==> config.mk <==
export PLATFORM = sky130hd
export DESIGN_NAME = mbae_core
export DESIGN_NICKNAME = d
export VERILOG_FILES = /design/src/mbae_pkg.sv /design/src/mbae_file_ram.sv /design/src/mbae_core.sv
export SDC_FILE = /design/constraint.sdc
export NUM_CORES = 2
export LEC_CHECK = 0
export ABC_AREA = 1
export BUFFER_PORTS_ARGS = -buffer_cell sky130_fd_sc_hd__buf_2
export CAP_MARGIN = 10
export CORE_MARGIN = 2
export CORE_UTILIZATION = 57
export CTS_CLUSTER_DIAMETER = 200
export DETAILED_ROUTE_END_ITERATION = 10
export GPL_TIMING_DRIVEN = 0
export PLACE_DENSITY = 0.72
export SKIP_CTS_REPAIR_TIMING = 1
export SLEW_MARGIN = 15
export SYNTH_ARGS = -nofsm -noshare
export SYNTH_HDL_FRONTEND = slang
export SYNTH_HIERARCHICAL = 1
export SYNTH_SLANG_ARGS = --single-unit
==> constraint.sdc <==
create_clock -name MCLK_I -period 8.1 [get_ports MCLK_I]
set_input_delay 0.405 -clock MCLK_I [delete_from_list [all_inputs] [get_ports MCLK_I]]
set_output_delay 0.405 -clock MCLK_I [all_outputs]
set_load 0.05 [all_outputs]
==> src/mbae_pkg.sv <==
// Constants, types and decode helpers for the bit and arithmetic instruction executor
package mbae_pkg;

  ////////////////////////////////////////////////////////////////////////////////
  // Bus and register map
  localparam int unsigned ADDR_W = 12;
  localparam logic [1:0] HTRANS_NONSEQ = 2'h2;
  localparam logic [ADDR_W-1:0] OFS_INSTR = 12'h000;
  localparam logic [ADDR_W-1:0] OFS_ACC = 12'h004;
  localparam logic [ADDR_W-1:0] OFS_STATUS = 12'h008;
  localparam logic [ADDR_W-1:0] OFS_WDT = 12'h00C;
  localparam logic [ADDR_W-1:0] OFS_CYCLES = 12'h010;
  // File registers sit at FILE_BASE + 4 * file address
  localparam logic [2:0] FILE_SEL = 3'h1;
  localparam int unsigned FILE_SEL_LSB = 9;
  localparam int unsigned FILE_AW = 7;

  ////////////////////////////////////////////////////////////////////////////////
  // Status layout and reset values
  localparam int unsigned ST_SKIP = 5;
  localparam logic [13:0] INSTR_RST = 14'h0000;
  localparam logic [7:0] ACC_RST = 8'h00;
  localparam logic [4:0] FLAGS_RST = 5'h18;
  localparam logic [1:0] CYC_ONE = 2'h1;
  localparam logic [1:0] CYC_TWO = 2'h2;

  ////////////////////////////////////////////////////////////////////////////////
  // Opcode fields
  localparam logic [3:0] OPC_BCLR = 4'h4;
  localparam logic [3:0] OPC_BSET = 4'h5;
  localparam logic [3:0] OPC_BTSC = 4'h6;
  localparam logic [5:0] OPC_COMPLEMENT_FILE = 6'h09;
  localparam logic [5:0] OPC_DECREMENT_FILE = 6'h03;
  localparam logic [5:0] OPC_DECSZ = 6'h0B;
  localparam logic [5:0] OPC_SUBF = 6'h02;
  localparam logic [4:0] OPC_SUBL = 5'h1E;
  localparam logic [13:0] OPC_WDTCLR = 14'h0064;

  typedef enum {OP_NOP, OP_BCLR, OP_BSET, OP_BTSC, OP_WDTCLR, OP_COMPLEMENT_FILE, OP_DECREMENT_FILE,
                OP_DECSZ, OP_SUBL, OP_SUBF} mbae_op_t;
  typedef enum {B_IDLE, B_SERVE, B_RDATA} mbae_bus_st_t;
  typedef enum {E_IDLE, E_READ, E_EXEC, E_NOP} mbae_ex_st_t;

  typedef struct packed {
    logic watchdog_expired_flag;
    logic sleep_entered_flag;
    logic null_result_flag;
    logic digit_borrow_not_flag;
    logic borrow_not_flag;
  } mbae_flags_t;

  typedef struct packed {
    mbae_op_t op;
    logic dest;
    logic [2:0] bidx;
    logic [FILE_AW-1:0] faddr;
    logic [7:0] lit;
  } mbae_dec_t;

  function automatic mbae_dec_t mbae_decode(input logic [13:0] iw);
    mbae_dec_t d;
    d.op = OP_NOP;
    d.dest = iw[7];
    d.bidx = iw[9:7];
    d.faddr = iw[6:0];
    d.lit = iw[7:0];
    if (iw == OPC_WDTCLR) d.op = OP_WDTCLR;
    else if (iw[13:10] == OPC_BCLR) d.op = OP_BCLR;
    else if (iw[13:10] == OPC_BSET) d.op = OP_BSET;
    else if (iw[13:10] == OPC_BTSC) d.op = OP_BTSC;
    else if (iw[13:9] == OPC_SUBL) d.op = OP_SUBL;
    else if (iw[13:8] == OPC_COMPLEMENT_FILE) d.op = OP_COMPLEMENT_FILE;
    else if (iw[13:8] == OPC_DECREMENT_FILE) d.op = OP_DECREMENT_FILE;
    else if (iw[13:8] == OPC_DECSZ) d.op = OP_DECSZ;
    else if (iw[13:8] == OPC_SUBF) d.op = OP_SUBF;
    return d;
  endfunction : mbae_decode

  // Ops whose result goes to accumulator or file register by the destination bit
  function automatic logic mbae_has_dest(input mbae_op_t op);
    return op inside {OP_COMPLEMENT_FILE, OP_DECREMENT_FILE, OP_DECSZ, OP_SUBF};
  endfunction : mbae_has_dest

endpackage : mbae_pkg

==> src/mbae_file_ram.sv <==
// File register memory with registered read data
`timescale 1ns/1ps
module mbae_file_ram #(
  parameter int unsigned AW = 7,
  parameter int unsigned DW = 8
) (
  input wire logic clk_i,
  input wire logic ce_i,
  input wire logic we_i,
  input wire logic [AW-1:0] waddr_i,
  input wire logic [DW-1:0] wdata_i,
  input wire logic [AW-1:0] raddr_i,
  output logic [DW-1:0] rdata_o
);

  logic [DW-1:0] mem [0:(1<<AW)-1];

  always_ff @(posedge clk_i) begin
    if (ce_i) begin
      if (we_i) begin
        mem[waddr_i] <= wdata_i;
      end
      rdata_o <= mem[raddr_i];
    end
  end

endmodule : mbae_file_ram

==> src/mbae_core.sv <==
// Instruction executor for bit, decrement, complement and subtract ops with AHB-Lite access
//
// Notes on behaviour
// - bit_set_op forces chosen file bit to one, flags untouched, one cycle.
// - bit_clear_op forces chosen file bit to zero, flags untouched, one cycle.
// - bit_test_skip_if_clear on clear bit discards next, runs no-op, two cycles.
// - watchdog_clear_op zeroes counter and prescaler, sets expired and sleep flags.
// - complement_file inverts register into chosen destination, updates zero flag.
// - decrement_file subtracts one into destination, zero flag set on zero result.
// - decrement_skip_if_zero decrements, flags untouched, skips on zero result.
// - subtract_acc_from_literal puts literal minus accumulator in accumulator, updates flags.
// - subtract_acc_from_file puts register minus accumulator in destination, updates flags.
// - Borrow flag one when difference non-negative, zero when negative, wraps 256.
//
// Register access over AHB-Lite and the register addresses were chosen for this implementation.
`timescale 1ns/1ps
module mbae_core
  import mbae_pkg::*;
#(
  parameter int unsigned WDT_PRE_W = 8,
  parameter int unsigned WDT_CNT_W = 8
) (
  input wire logic MCLK_I,
  input wire logic RESET_I,
  input wire logic CE_I,
  input wire logic HSEL_I,
  input wire logic [ADDR_W-1:0] HADDR_I,
  input wire logic [1:0] HTRANS_I,
  input wire logic HWRITE_I,
  input wire logic [2:0] HSIZE_I,
  input wire logic [31:0] HWDATA_I,
  input wire logic HREADY_I,
  output logic [31:0] HRDATA_O,
  output logic HREADYOUT_O,
  output logic HRESP_O
);

  ////////////////////////////////////////////////////////////////////////////////
  // State
  mbae_bus_st_t bst;
  logic [ADDR_W-1:0] baddr;
  logic bwr;
  mbae_ex_st_t est;
  logic [13:0] instr;
  logic [7:0] acc;
  mbae_flags_t flags;
  mbae_flags_t next_flags;
  logic skip;
  logic [1:0] last_cycles;
  logic [WDT_PRE_W-1:0] wdt_pre;
  logic [WDT_CNT_W-1:0] wdt_cnt;
  logic mem_we;
  logic [FILE_AW-1:0] mem_waddr;
  logic [FILE_AW-1:0] mem_raddr;
  logic [7:0] mem_wdata;
  logic [7:0] mem_rdata;
  logic [7:0] alu;

  ////////////////////////////////////////////////////////////////////////////////
  // Bus decode
  wire take = HSEL_I && (HTRANS_I == HTRANS_NONSEQ) && HREADY_I && (bst == B_IDLE);
  wire serve = (bst == B_SERVE) && (est == E_IDLE);
  wire hit_file = (baddr[ADDR_W-1:FILE_SEL_LSB] == FILE_SEL);
  wire [FILE_AW-1:0] bus_fidx = baddr[FILE_AW+1:2];
  wire bus_wr = serve && bwr;
  wire bus_wr_instr = bus_wr && (baddr == OFS_INSTR);
  wire bus_wr_acc = bus_wr && (baddr == OFS_ACC);
  wire bus_wr_status = bus_wr && (baddr == OFS_STATUS);
  wire bus_wr_file = bus_wr && hit_file;

  // Word width of a transfer is fixed; HSIZE_I carries no meaning here
  wire size_unused = ^HSIZE_I;

  ////////////////////////////////////////////////////////////////////////////////
  // Instruction decode and datapath
  mbae_dec_t dec;
  assign dec = mbae_decode(instr);

  wire exec = (est == E_EXEC);
  wire exec_ce = exec && CE_I;
  wire [7:0] bmask = 8'h01 << dec.bidx;
  wire bit_is_clear = ((mem_rdata & bmask) == 8'h00);
  wire [7:0] sub_a = (dec.op == OP_SUBL) ? dec.lit : mem_rdata;
  wire [8:0] sub_diff = {1'b0, sub_a} - {1'b0, acc};
  wire [4:0] nib_diff = {1'b0, sub_a[3:0]} - {1'b0, acc[3:0]};
  wire is_sub = (dec.op == OP_SUBL) || (dec.op == OP_SUBF);
  wire upd_zero = (dec.op == OP_COMPLEMENT_FILE) || (dec.op == OP_DECREMENT_FILE) || is_sub;
  wire res_zero = (alu == 8'h00);
  wire wdt_clr = exec && (dec.op == OP_WDTCLR);
  wire wdt_wrap = (&wdt_pre) && (&wdt_cnt);

  // Destination bit picks the target of the result
  wire to_file = (dec.op == OP_BCLR) || (dec.op == OP_BSET) ||
                 (mbae_has_dest(dec.op) && dec.dest);
  wire to_acc = (dec.op == OP_SUBL) || (mbae_has_dest(dec.op) && !dec.dest);

  wire take_skip = ((dec.op == OP_BTSC) && bit_is_clear) ||
                   ((dec.op == OP_DECSZ) && res_zero);

  always_comb begin
    unique case (dec.op)
      OP_BCLR: alu = mem_rdata & ~bmask;
      OP_BSET: alu = mem_rdata | bmask;
      OP_COMPLEMENT_FILE: alu = ~mem_rdata;
      OP_DECREMENT_FILE, OP_DECSZ: alu = mem_rdata - 8'h01;
      OP_SUBL, OP_SUBF: alu = sub_diff[7:0];
      OP_NOP, OP_BTSC, OP_WDTCLR: alu = mem_rdata;
    endcase
  end

  always_comb begin
    next_flags = flags;
    if (bus_wr_status) begin
      next_flags = mbae_flags_t'(HWDATA_I[4:0]);
    end
    if (exec) begin
      if (upd_zero) begin
        next_flags.null_result_flag = res_zero;
      end
      if (is_sub) begin
        next_flags.borrow_not_flag = ~sub_diff[8];
        next_flags.digit_borrow_not_flag = ~nib_diff[4];
      end
      if (wdt_clr) begin
        next_flags.watchdog_expired_flag = 1'b1;
        next_flags.sleep_entered_flag = 1'b1;
      end
    end
    // A timeout is never lost to a software write in the same cycle
    if (wdt_wrap && !wdt_clr) begin
      next_flags.watchdog_expired_flag = 1'b0;
    end
  end

  ////////////////////////////////////////////////////////////////////////////////
  // File register memory, shared by execution and bus
  assign mem_we = (exec && to_file) || bus_wr_file;
  assign mem_waddr = exec ? dec.faddr : bus_fidx;
  assign mem_wdata = exec ? alu : HWDATA_I[7:0];
  assign mem_raddr = (est == E_READ) ? dec.faddr : bus_fidx;

  mbae_file_ram #(
    .AW(FILE_AW),
    .DW(8)
  ) u_ram (
    .clk_i(MCLK_I),
    .ce_i(CE_I),
    .we_i(mem_we),
    .waddr_i(mem_waddr),
    .wdata_i(mem_wdata),
    .raddr_i(mem_raddr),
    .rdata_o(mem_rdata)
  );

  ////////////////////////////////////////////////////////////////////////////////
  // Read data selection
  wire [31:0] rd_status = {26'h0, skip, flags};
  wire [31:0] rd_wdt = 32'({wdt_pre, wdt_cnt});
  wire [31:0] rd_mux = hit_file ? {24'h0, mem_rdata} :
                       (baddr == OFS_INSTR) ? {18'h0, instr} :
                       (baddr == OFS_ACC) ? {24'h0, acc} :
                       (baddr == OFS_STATUS) ? rd_status :
                       (baddr == OFS_WDT) ? rd_wdt :
                       (baddr == OFS_CYCLES) ? {30'h0, last_cycles} : 32'h0000_0000;

  ////////////////////////////////////////////////////////////////////////////////
  // AHB-Lite slave
  always_ff @(posedge MCLK_I) begin
    if (RESET_I) begin
      bst <= B_IDLE;
      baddr <= '0;
      bwr <= 1'b0;
      HREADYOUT_O <= 1'b1;
      HRDATA_O <= 32'h0000_0000;
      HRESP_O <= 1'b0;
    end else if (CE_I) begin
      unique case (bst)
        B_IDLE: begin
          if (take) begin
            baddr <= HADDR_I;
            bwr <= HWRITE_I;
            HREADYOUT_O <= 1'b0;
            bst <= B_SERVE;
          end
        end
        B_SERVE: begin
          if (est == E_IDLE) begin
            HREADYOUT_O <= bwr;
            bst <= bwr ? B_IDLE : B_RDATA;
          end
        end
        B_RDATA: begin
          HRDATA_O <= rd_mux;
          HREADYOUT_O <= 1'b1;
          bst <= B_IDLE;
        end
      endcase
      HRESP_O <= size_unused & 1'b0;
    end
  end

  ////////////////////////////////////////////////////////////////////////////////
  // Execution sequence
  always_ff @(posedge MCLK_I) begin
    if (RESET_I) begin
      est <= E_IDLE;
      instr <= INSTR_RST;
      acc <= ACC_RST;
      flags <= mbae_flags_t'(FLAGS_RST);
      skip <= 1'b0;
      last_cycles <= 2'h0;
    end else if (CE_I) begin
      flags <= next_flags;
      unique case (est)
        E_IDLE: begin
          if (bus_wr_acc) acc <= HWDATA_I[7:0];
          if (bus_wr_instr) begin
            instr <= HWDATA_I[13:0];
            est <= E_READ;
          end
        end
        E_READ: est <= E_EXEC;
        E_EXEC: begin
          if (to_acc) acc <= alu;
          skip <= take_skip;
          last_cycles <= take_skip ? CYC_TWO : CYC_ONE;
          est <= take_skip ? E_NOP : E_IDLE;
        end
        E_NOP: est <= E_IDLE;
      endcase
    end
  end

  ////////////////////////////////////////////////////////////////////////////////
  // Watchdog counter and prescaler
  always_ff @(posedge MCLK_I) begin
    if (RESET_I) begin
      wdt_pre <= '0;
      wdt_cnt <= '0;
    end else if (CE_I) begin
      if (wdt_clr) begin
        wdt_pre <= '0;
        wdt_cnt <= '0;
      end else begin
        wdt_pre <= wdt_pre + 1'b1;
        if (&wdt_pre) wdt_cnt <= wdt_cnt + 1'b1;
      end
    end
  end
endmodule : mbae_core

## Word level (Yosys, flattened, before mapping)

Memories as Yosys holds them, arrays and structs flattened. A register that Yosys moved wholly into a read port is not among the register bits.
Cells that the tools add are included.

| word-level totals | value |
|---|---|
| flip-flop bits (word level) | 156 |
| bits in writable memories | 1024 |
| logic and storage cells | 174 |
| memories | 1 |

Memory list:

| memory | words | width | rd ports | clocked after Yosys merged registers in | write ports | RTL line | RTL |
|---|---|---|---|---|---|---|---|
| u_ram.mem | 128 | 8 | 1 | 1 | 1 | mbae_file_ram.sv:16 | `logic [DW-1:0] mem [0:(1<<AW)-1];` |

| cells by class | value |
|---|---|
| add/sub/neg operators | 5 |
| eq/ne operators | 46 |
| shift-type cells | 1 |
| muxes and demuxes | 46 |
| bitwise gates (word level) | 7 |
| reduce and logical (&&, ||, !) cells | 51 |

Operators by type and width:

| kind | count |
|---|---|
| 32-bit by 2-bit == test with 1-bit output (second input constant) | 8 |
| 32-bit by 3-bit == test with 1-bit output (second input constant) | 7 |
| 32-bit by 4-bit == test with 1-bit output (second input constant) | 6 |
| 32-bit logical NOT | 5 |
| 32-bit 2-to-1 mux | 4 |
| 32-bit case mux with 4 select lines | 1 |
| 32-bit by 1-bit == test with 1-bit output (second input constant) | 3 |
| 32-bit case mux with 3 select lines | 1 |
| 16-bit 2-to-1 mux | 5 |
| 32-bit by 5-bit == test with 1-bit output (second input constant) | 2 |
| 8-bit 2-to-1 mux | 7 |
| 8-bit case mux with 6 select lines | 1 |
| 4-bit 2-to-1 mux | 8 |
| 12-bit by 4-bit == test with 1-bit output (second input constant) | 2 |
| 1-bit logical AND | 17 |
| 8-bit by 1-bit adder with 8-bit output (second input constant) | 2 |
| 8-bit AND | 2 |
| 8-bit logical NOT | 2 |
| 8-bit NOT | 2 |
| 8-bit case mux with 2 select lines | 1 |
| 8-bit AND reduction | 2 |
| 14-bit by 7-bit == test with 1-bit output (second input constant) | 1 |
| 7-bit 2-to-1 mux | 2 |
| 12-bit by 3-bit == test with 1-bit output (second input constant) | 1 |
| other kinds (28) | 64 |

## Longest topological paths before layout

| logic depth | value |
|---|---|
| depth after elaboration | 19 |
| mapped depth | 25 |

## Modules after synthesis

Netlist, hierarchy kept.

By module, submodules not included:

| module | times used | cells each | area an instance (um2) | seq. area each (um2) |
|---|---|---|---|---|
| mbae_file_ram | 1 | 3577 | 42393.2 | 30989.7 |
| mbae_core | 1 | 828 | 5361.4 | 1581.5 |

## Worst setup path after synthesis

Ideal clock, no wire load.

| path | value |
|---|---|
| path kind | register to register |
| start | reg instr[13] |
| end | mem u_ram.mem[0][4] (data pin) |
| setup time | 1.207 ns |
| arrival time | 7.470 ns |
| path slack | -0.577 ns |
| stages on the path, launching flop included | 16 |
| path buffers | 1 |
| period minus slack after synthesis | 8.677 ns |
| cell sequence | dfxtp_1 nand3_1 nor2_4 clkbuf_1 nor2_1 a21oi_1 ha_1 inv_1 fa_1 a31oi_1 inv_1 nand2_1 nand3_1 o211ai_1 a21oi_1 o21ai_0 |

| on the way | value |
|---|---|
| longest elaborated chain between the ends | 15 |
| elaborated cells on any way between the ends | 36 |

RTL lines:

| what | RTL line | RTL |
|---|---|---|
| start: declaration | mbae_core.sv:44 | `logic [13:0] instr;` |
| start signal: assignment | mbae_core.sv:218 | `instr <= HWDATA_I[13:0];` |
| 6-bit by 2-bit == test with 1-bit output | mbae_pkg.sv:75 | `else if (iw[13:8] == OPC_SUBF) d.op = OP_SUBF;` |
| 4-bit 2-to-1 mux | mbae_pkg.sv:75 |  |
| 4-bit 2-to-1 mux | mbae_pkg.sv:74 | `else if (iw[13:8] == OPC_DECSZ) d.op = OP_DECSZ;` |
| 4-bit 2-to-1 mux | mbae_pkg.sv:73 | `else if (iw[13:8] == OPC_DECREMENT_FILE) d.op = OP_DECREMENT_FILE;` |
| 4-bit 2-to-1 mux | mbae_pkg.sv:72 | `else if (iw[13:8] == OPC_COMPLEMENT_FILE) d.op = OP_COMPLEMENT_FILE;` |
| 4-bit 2-to-1 mux | mbae_pkg.sv:71 | `else if (iw[13:9] == OPC_SUBL) d.op = OP_SUBL;` |
| 4-bit 2-to-1 mux | mbae_pkg.sv:70 | `else if (iw[13:10] == OPC_BTSC) d.op = OP_BTSC;` |
| 4-bit 2-to-1 mux | mbae_pkg.sv:69 | `else if (iw[13:10] == OPC_BSET) d.op = OP_BSET;` |
| 4-bit 2-to-1 mux | mbae_pkg.sv:68 | `else if (iw[13:10] == OPC_BCLR) d.op = OP_BCLR;` |
| 32-bit 2-to-1 mux * | mbae_pkg.sv:67 | `if (iw == OPC_WDTCLR) d.op = OP_WDTCLR;` |
| 32-bit by 5-bit == test with 1-bit output | mbae_core.sv:83 | `wire [7:0] sub_a = (dec.op == OP_SUBL) ? dec.lit : mem_rdata;` |
| 8-bit 2-to-1 mux | mbae_core.sv:83 |  |
| 8-bit by 8-bit subtractor with 9-bit output | mbae_core.sv:84 | `wire [8:0] sub_diff = {1'b0, sub_a} - {1'b0, acc};` |
| 8-bit case mux with 6 select lines * | mbae_core.sv:101 | `unique case (dec.op)` |
| 8-bit 2-to-1 mux * | mbae_core.sv:139 | `assign mem_wdata = exec ? alu : HWDATA_I[7:0];` |
| net mem_wdata[4] | mbae_core.sv:55 | `logic [7:0] mem_wdata;` |
| end: declaration | mbae_file_ram.sv:16 |  |

Mark *: on every way through the listed nets, which the timed path passes. The rest lies on a longest branch.

## Final worst setup path

| path | value |
|---|---|
| start | reg est[1] |
| end | mem u_ram.mem[55][6], enable pin |

| on the way | value |
|---|---|
| elaborated cells on any way between the ends | 11 |

RTL lines:

| what | RTL line | RTL |
|---|---|---|
| start: declaration | mbae_core.sv:43 | `mbae_ex_st_t est;` |
| start signal: assignment | mbae_core.sv:227 | `est <= take_skip ? E_NOP : E_IDLE;` |
| 32-bit by 3-bit == test with 1-bit output | mbae_core.sv:79 | `wire exec = (est == E_EXEC);` |
| 7-bit 2-to-1 mux | mbae_core.sv:138 | `assign mem_waddr = exec ? dec.faddr : bus_fidx;` |
| net mem_waddr[1] | mbae_core.sv:53 | `logic [FILE_AW-1:0] mem_waddr;` |

The timed path passes the listed nets, and every way through them passes these cells.

==> flow_metrics.tcl <==
set metrics [dict create \
    worst_slack_ns 3.21 \
    r2r-end "u_ram/mem[55][6]" \
    htreeDepth 3 \
    status "finished, final reports clean" \
    grt-ovfl-total 0 \
    timing.fmax_mhz 204 \
    skew_ns 0.0298 \
    slew-limit-headroom_pct 5.10 \
    viasPerCell 6.13 \
    gp_congestion 1.02 \
    remaining_drc_errors 0 \
    leakage_nw 19.6 \
    cp_num_buf_inv 4 \
    maxSlewViolCount 0 \
    cp-start-kind "flip-flop" \
    initial_core_util_pct 57.3 \
    detail_route.wl_per_cell_um 26.0 \
    maxCapViolations 0 \
    hold_viol 0 \
    crit_fanout 10 \
    clockBufferDepth 3 \
    seqCellArea_um2 32600 \
    fin_nets 4693 \
    drive_gt1_share_pct 10.8 \
    placed_area_um2 50400 \
    crit_arrival_ns 5.18 \
    die_w_um 293 \
    clk_pin_slew_ns 0.06 \
    critPathRequiredTime_ns 8.39 \
    avgSynthCellArea_um2 10.8 \
    dp_slack_ns 3.57 \
    syn_to_final_growth_pct 13.2 \
    async_reset_ff_share_pct 0 \
    crit_chain "inv_1 -> nor2_2 -> clkbuf_1 -> o21ai_0 -> inv_1 -> nor3_1 -> nand2_1 -> clkbuf_1 -> nor2_1" \
    worstHoldEndpoint "instr[11]" \
    rsz0062_at_grt "false" \
    rrSetupSlack_ns 3.21 \
    place_inst 5590 \
    final_cells 5798 \
    path_class "reg2reg" \
    synth_top_area_share_pct 64.9 \
    ys_warn_count 6 \
    row_count 106 \
    min_from "HWDATA_I[11]" \
    finalInstanceArea_um2 54100 \
    slowest_delay_ns 1.12 \
    synth_flop_cell "edfxtp_1" \
    cts-buffers-inserted 110 \
    die_y_um 293 \
    antenna_found_initial 2 \
    power_density_nw_per_um2 222 \
    drt_iter0_drc 5139 \
    multi_input_area_um2 13000 \
    drtPass1Iterations 6 \
    reg2reg_depth 9 \
    routed-via-count 35600 \
    root_buffer "clkbuf_16" \
    tightest_slew_ns 1.42 \
    yosys.area.top_type "edfxtp_1" \
    detail-route-antenna-nets 0 \
    irDropWorstVdd_v 0.000182 \
    grt.total_usage_pct 34.8 \
    numPortBuffers 50 \
    die_area_um2 86100 \
    crit_start "est[1]" \
    grt_start_max_net_pins 37 \
    crit_path_end_kind "flip-flop" \
    synth_area_leaders "edfxtp_1, nand2_1, nand3_1" \
    num-fill-cells 6279 \
    grt_pass1_wl_um 216000 \
    clk-insertion-delay-late_ns 0.70 \
    synth.distinct_cells 52 \
    core_area_um2 83300 \
    worst_path_max_delay_cell "nor2_1" \
    io_pins 89 \
    ys_seq_area_share_pct 68.2 \
    finalCriticalPeriod_ns 4.89 \
    hp-class "in2reg" \
    dp_hpwl_um 108000 \
    cts_tree "yes" \
    routed_wirelength_um 151000 \
    min_path_cells 3 \
    period_share_pct 60.4 \
    first_global_vias 33100 \
    ys_ff_latch 1111 \
    cts.sinks 1111 \
    cp_num_cells 9 \
    syn_inst 4405 \
    r2r-start "est[1]" \
    synth_edf_count 1032 \
    netlist_area_um2 47800 \
    crit_family "simple AND/OR/NAND/NOR gates" \
    setup_viol_count_final 0 \
    utilization_pct 64.9 \
]
## power by group
part | internal [mW] | leakage [nW] | switching, mW
combinational | 0.175 | 7.96 | 0.456
sequential | 6.27 | 9.92 | 0.0103
clock | 2.91 | 1.77 | 2.16
## how the worst max path moves through the flow
| stage | to | slack [ns] |
|---|---|---|
| final | u_ram/mem[55][6] | 3.21 |
| after global routing | u_ram/mem[20][6] | 3.29 |
| after CTS | u_ram/mem[55][6] | 3.56 |
| after detailed placement | u_ram/mem[55][3] | 3.57 |
| after global placement | u_ram/mem[110][0] | -7.94 |
| after floorplan | u_ram/mem[0][0] | 0.08 |
## metal layers
layer | GRT usage, % | wire [um]
met5 | 0 | 13
met1 | 45.8 | 54400
met2 | 52.7 | 66400
met3 | 8.65 | 19400
met4 | 21.1 | 10500
## logic make-up (layout without fill, tap and decap cells)
logic type | after synthesis | in the layout | share of synthesized area (%)
xor+xnor | 8 | 8 | 0.147
flops | 1111 | 1111 | 68.2
other cells | 1 | 21 | 0.00785
simple gates | 2638 | 2638 | 23.8
fa+ha+maj | 16 | 16 | 0.435
buf+inv | 420 | 713 | 4.85
compound gates | 211 | 211 | 2.51
## stage by stage
stage               hold WS [ns]  power, mW  setup TNS [ns]
floorplan                  0.424       6.75               0
global placement           0.434       6.99        -4307.10
detailed placement         0.447       7.01               0
CTS                      -0.0238       12.0               0
global route             0.00130       12.3               0
finish                   0.00139       12.0               0
## cells in the final DEF (no fill, tap or decap), types with 31 or more instances in the layout
master	n
nor3_1	31
edfxtp_1	1032
nand2_1	1366
a21oi_1	86
dfxtp_1	79
o21ai_0	63
buf_4	37
nor2_1	200
nand3_1	987
clkbuf_1	73
clkbuf_16	111
inv_1	133
buf_6	59
buf_2	153
## area by class of cell
type / count / area share [%]
sequential: 1111 / 60.2
clock inverter: 76 / 1.37
clock buffer: 128 / 5.30
antenna: 4 / 0.0185
tap: 1080 / 2.50
timing repair buffer: 89 / 2.18
multi-input combinational: 2890 / 24.1
buffer: 275 / 3.27
inverter: 145 / 1.02
## worst min-delay path: cells and delay by family
| family | cells | cell delay (ns) |
|---|---|---|
| compound gates | 2 | 0.18 |
| buf+inv | 1 | 0.07 |
## Yosys cell counts, drive strengths merged, types with 3 or more instances
cell and n:
a211oi 11, a21oi 88, a221oi 4, a22oi 3, a31oi 5, buf 215, clkbuf 60, dfxtp 79
edfxtp 1032, ha 15, inv 144, nand2 1369, nand3 991, nand4 16, nor2 220, nor3 33
nor4 4, o211ai 9, o21ai 73, o221ai 6, o22ai 5, xor2 8
## flip-flops by register name, summed over array words and instances, names as in the netlist
register and cells:
wdt_cnt 8, acc 8, bst 2, est 2, last_cycles 1, u_ram/rdata_o 8, skip 1, instr 14
u_ram/mem 1024, wdt_pre 8, bwr 1, baddr 12, HRDATA_O 16, HREADYOUT_O 1, flags 5
(Power assumes the default switching activity.)
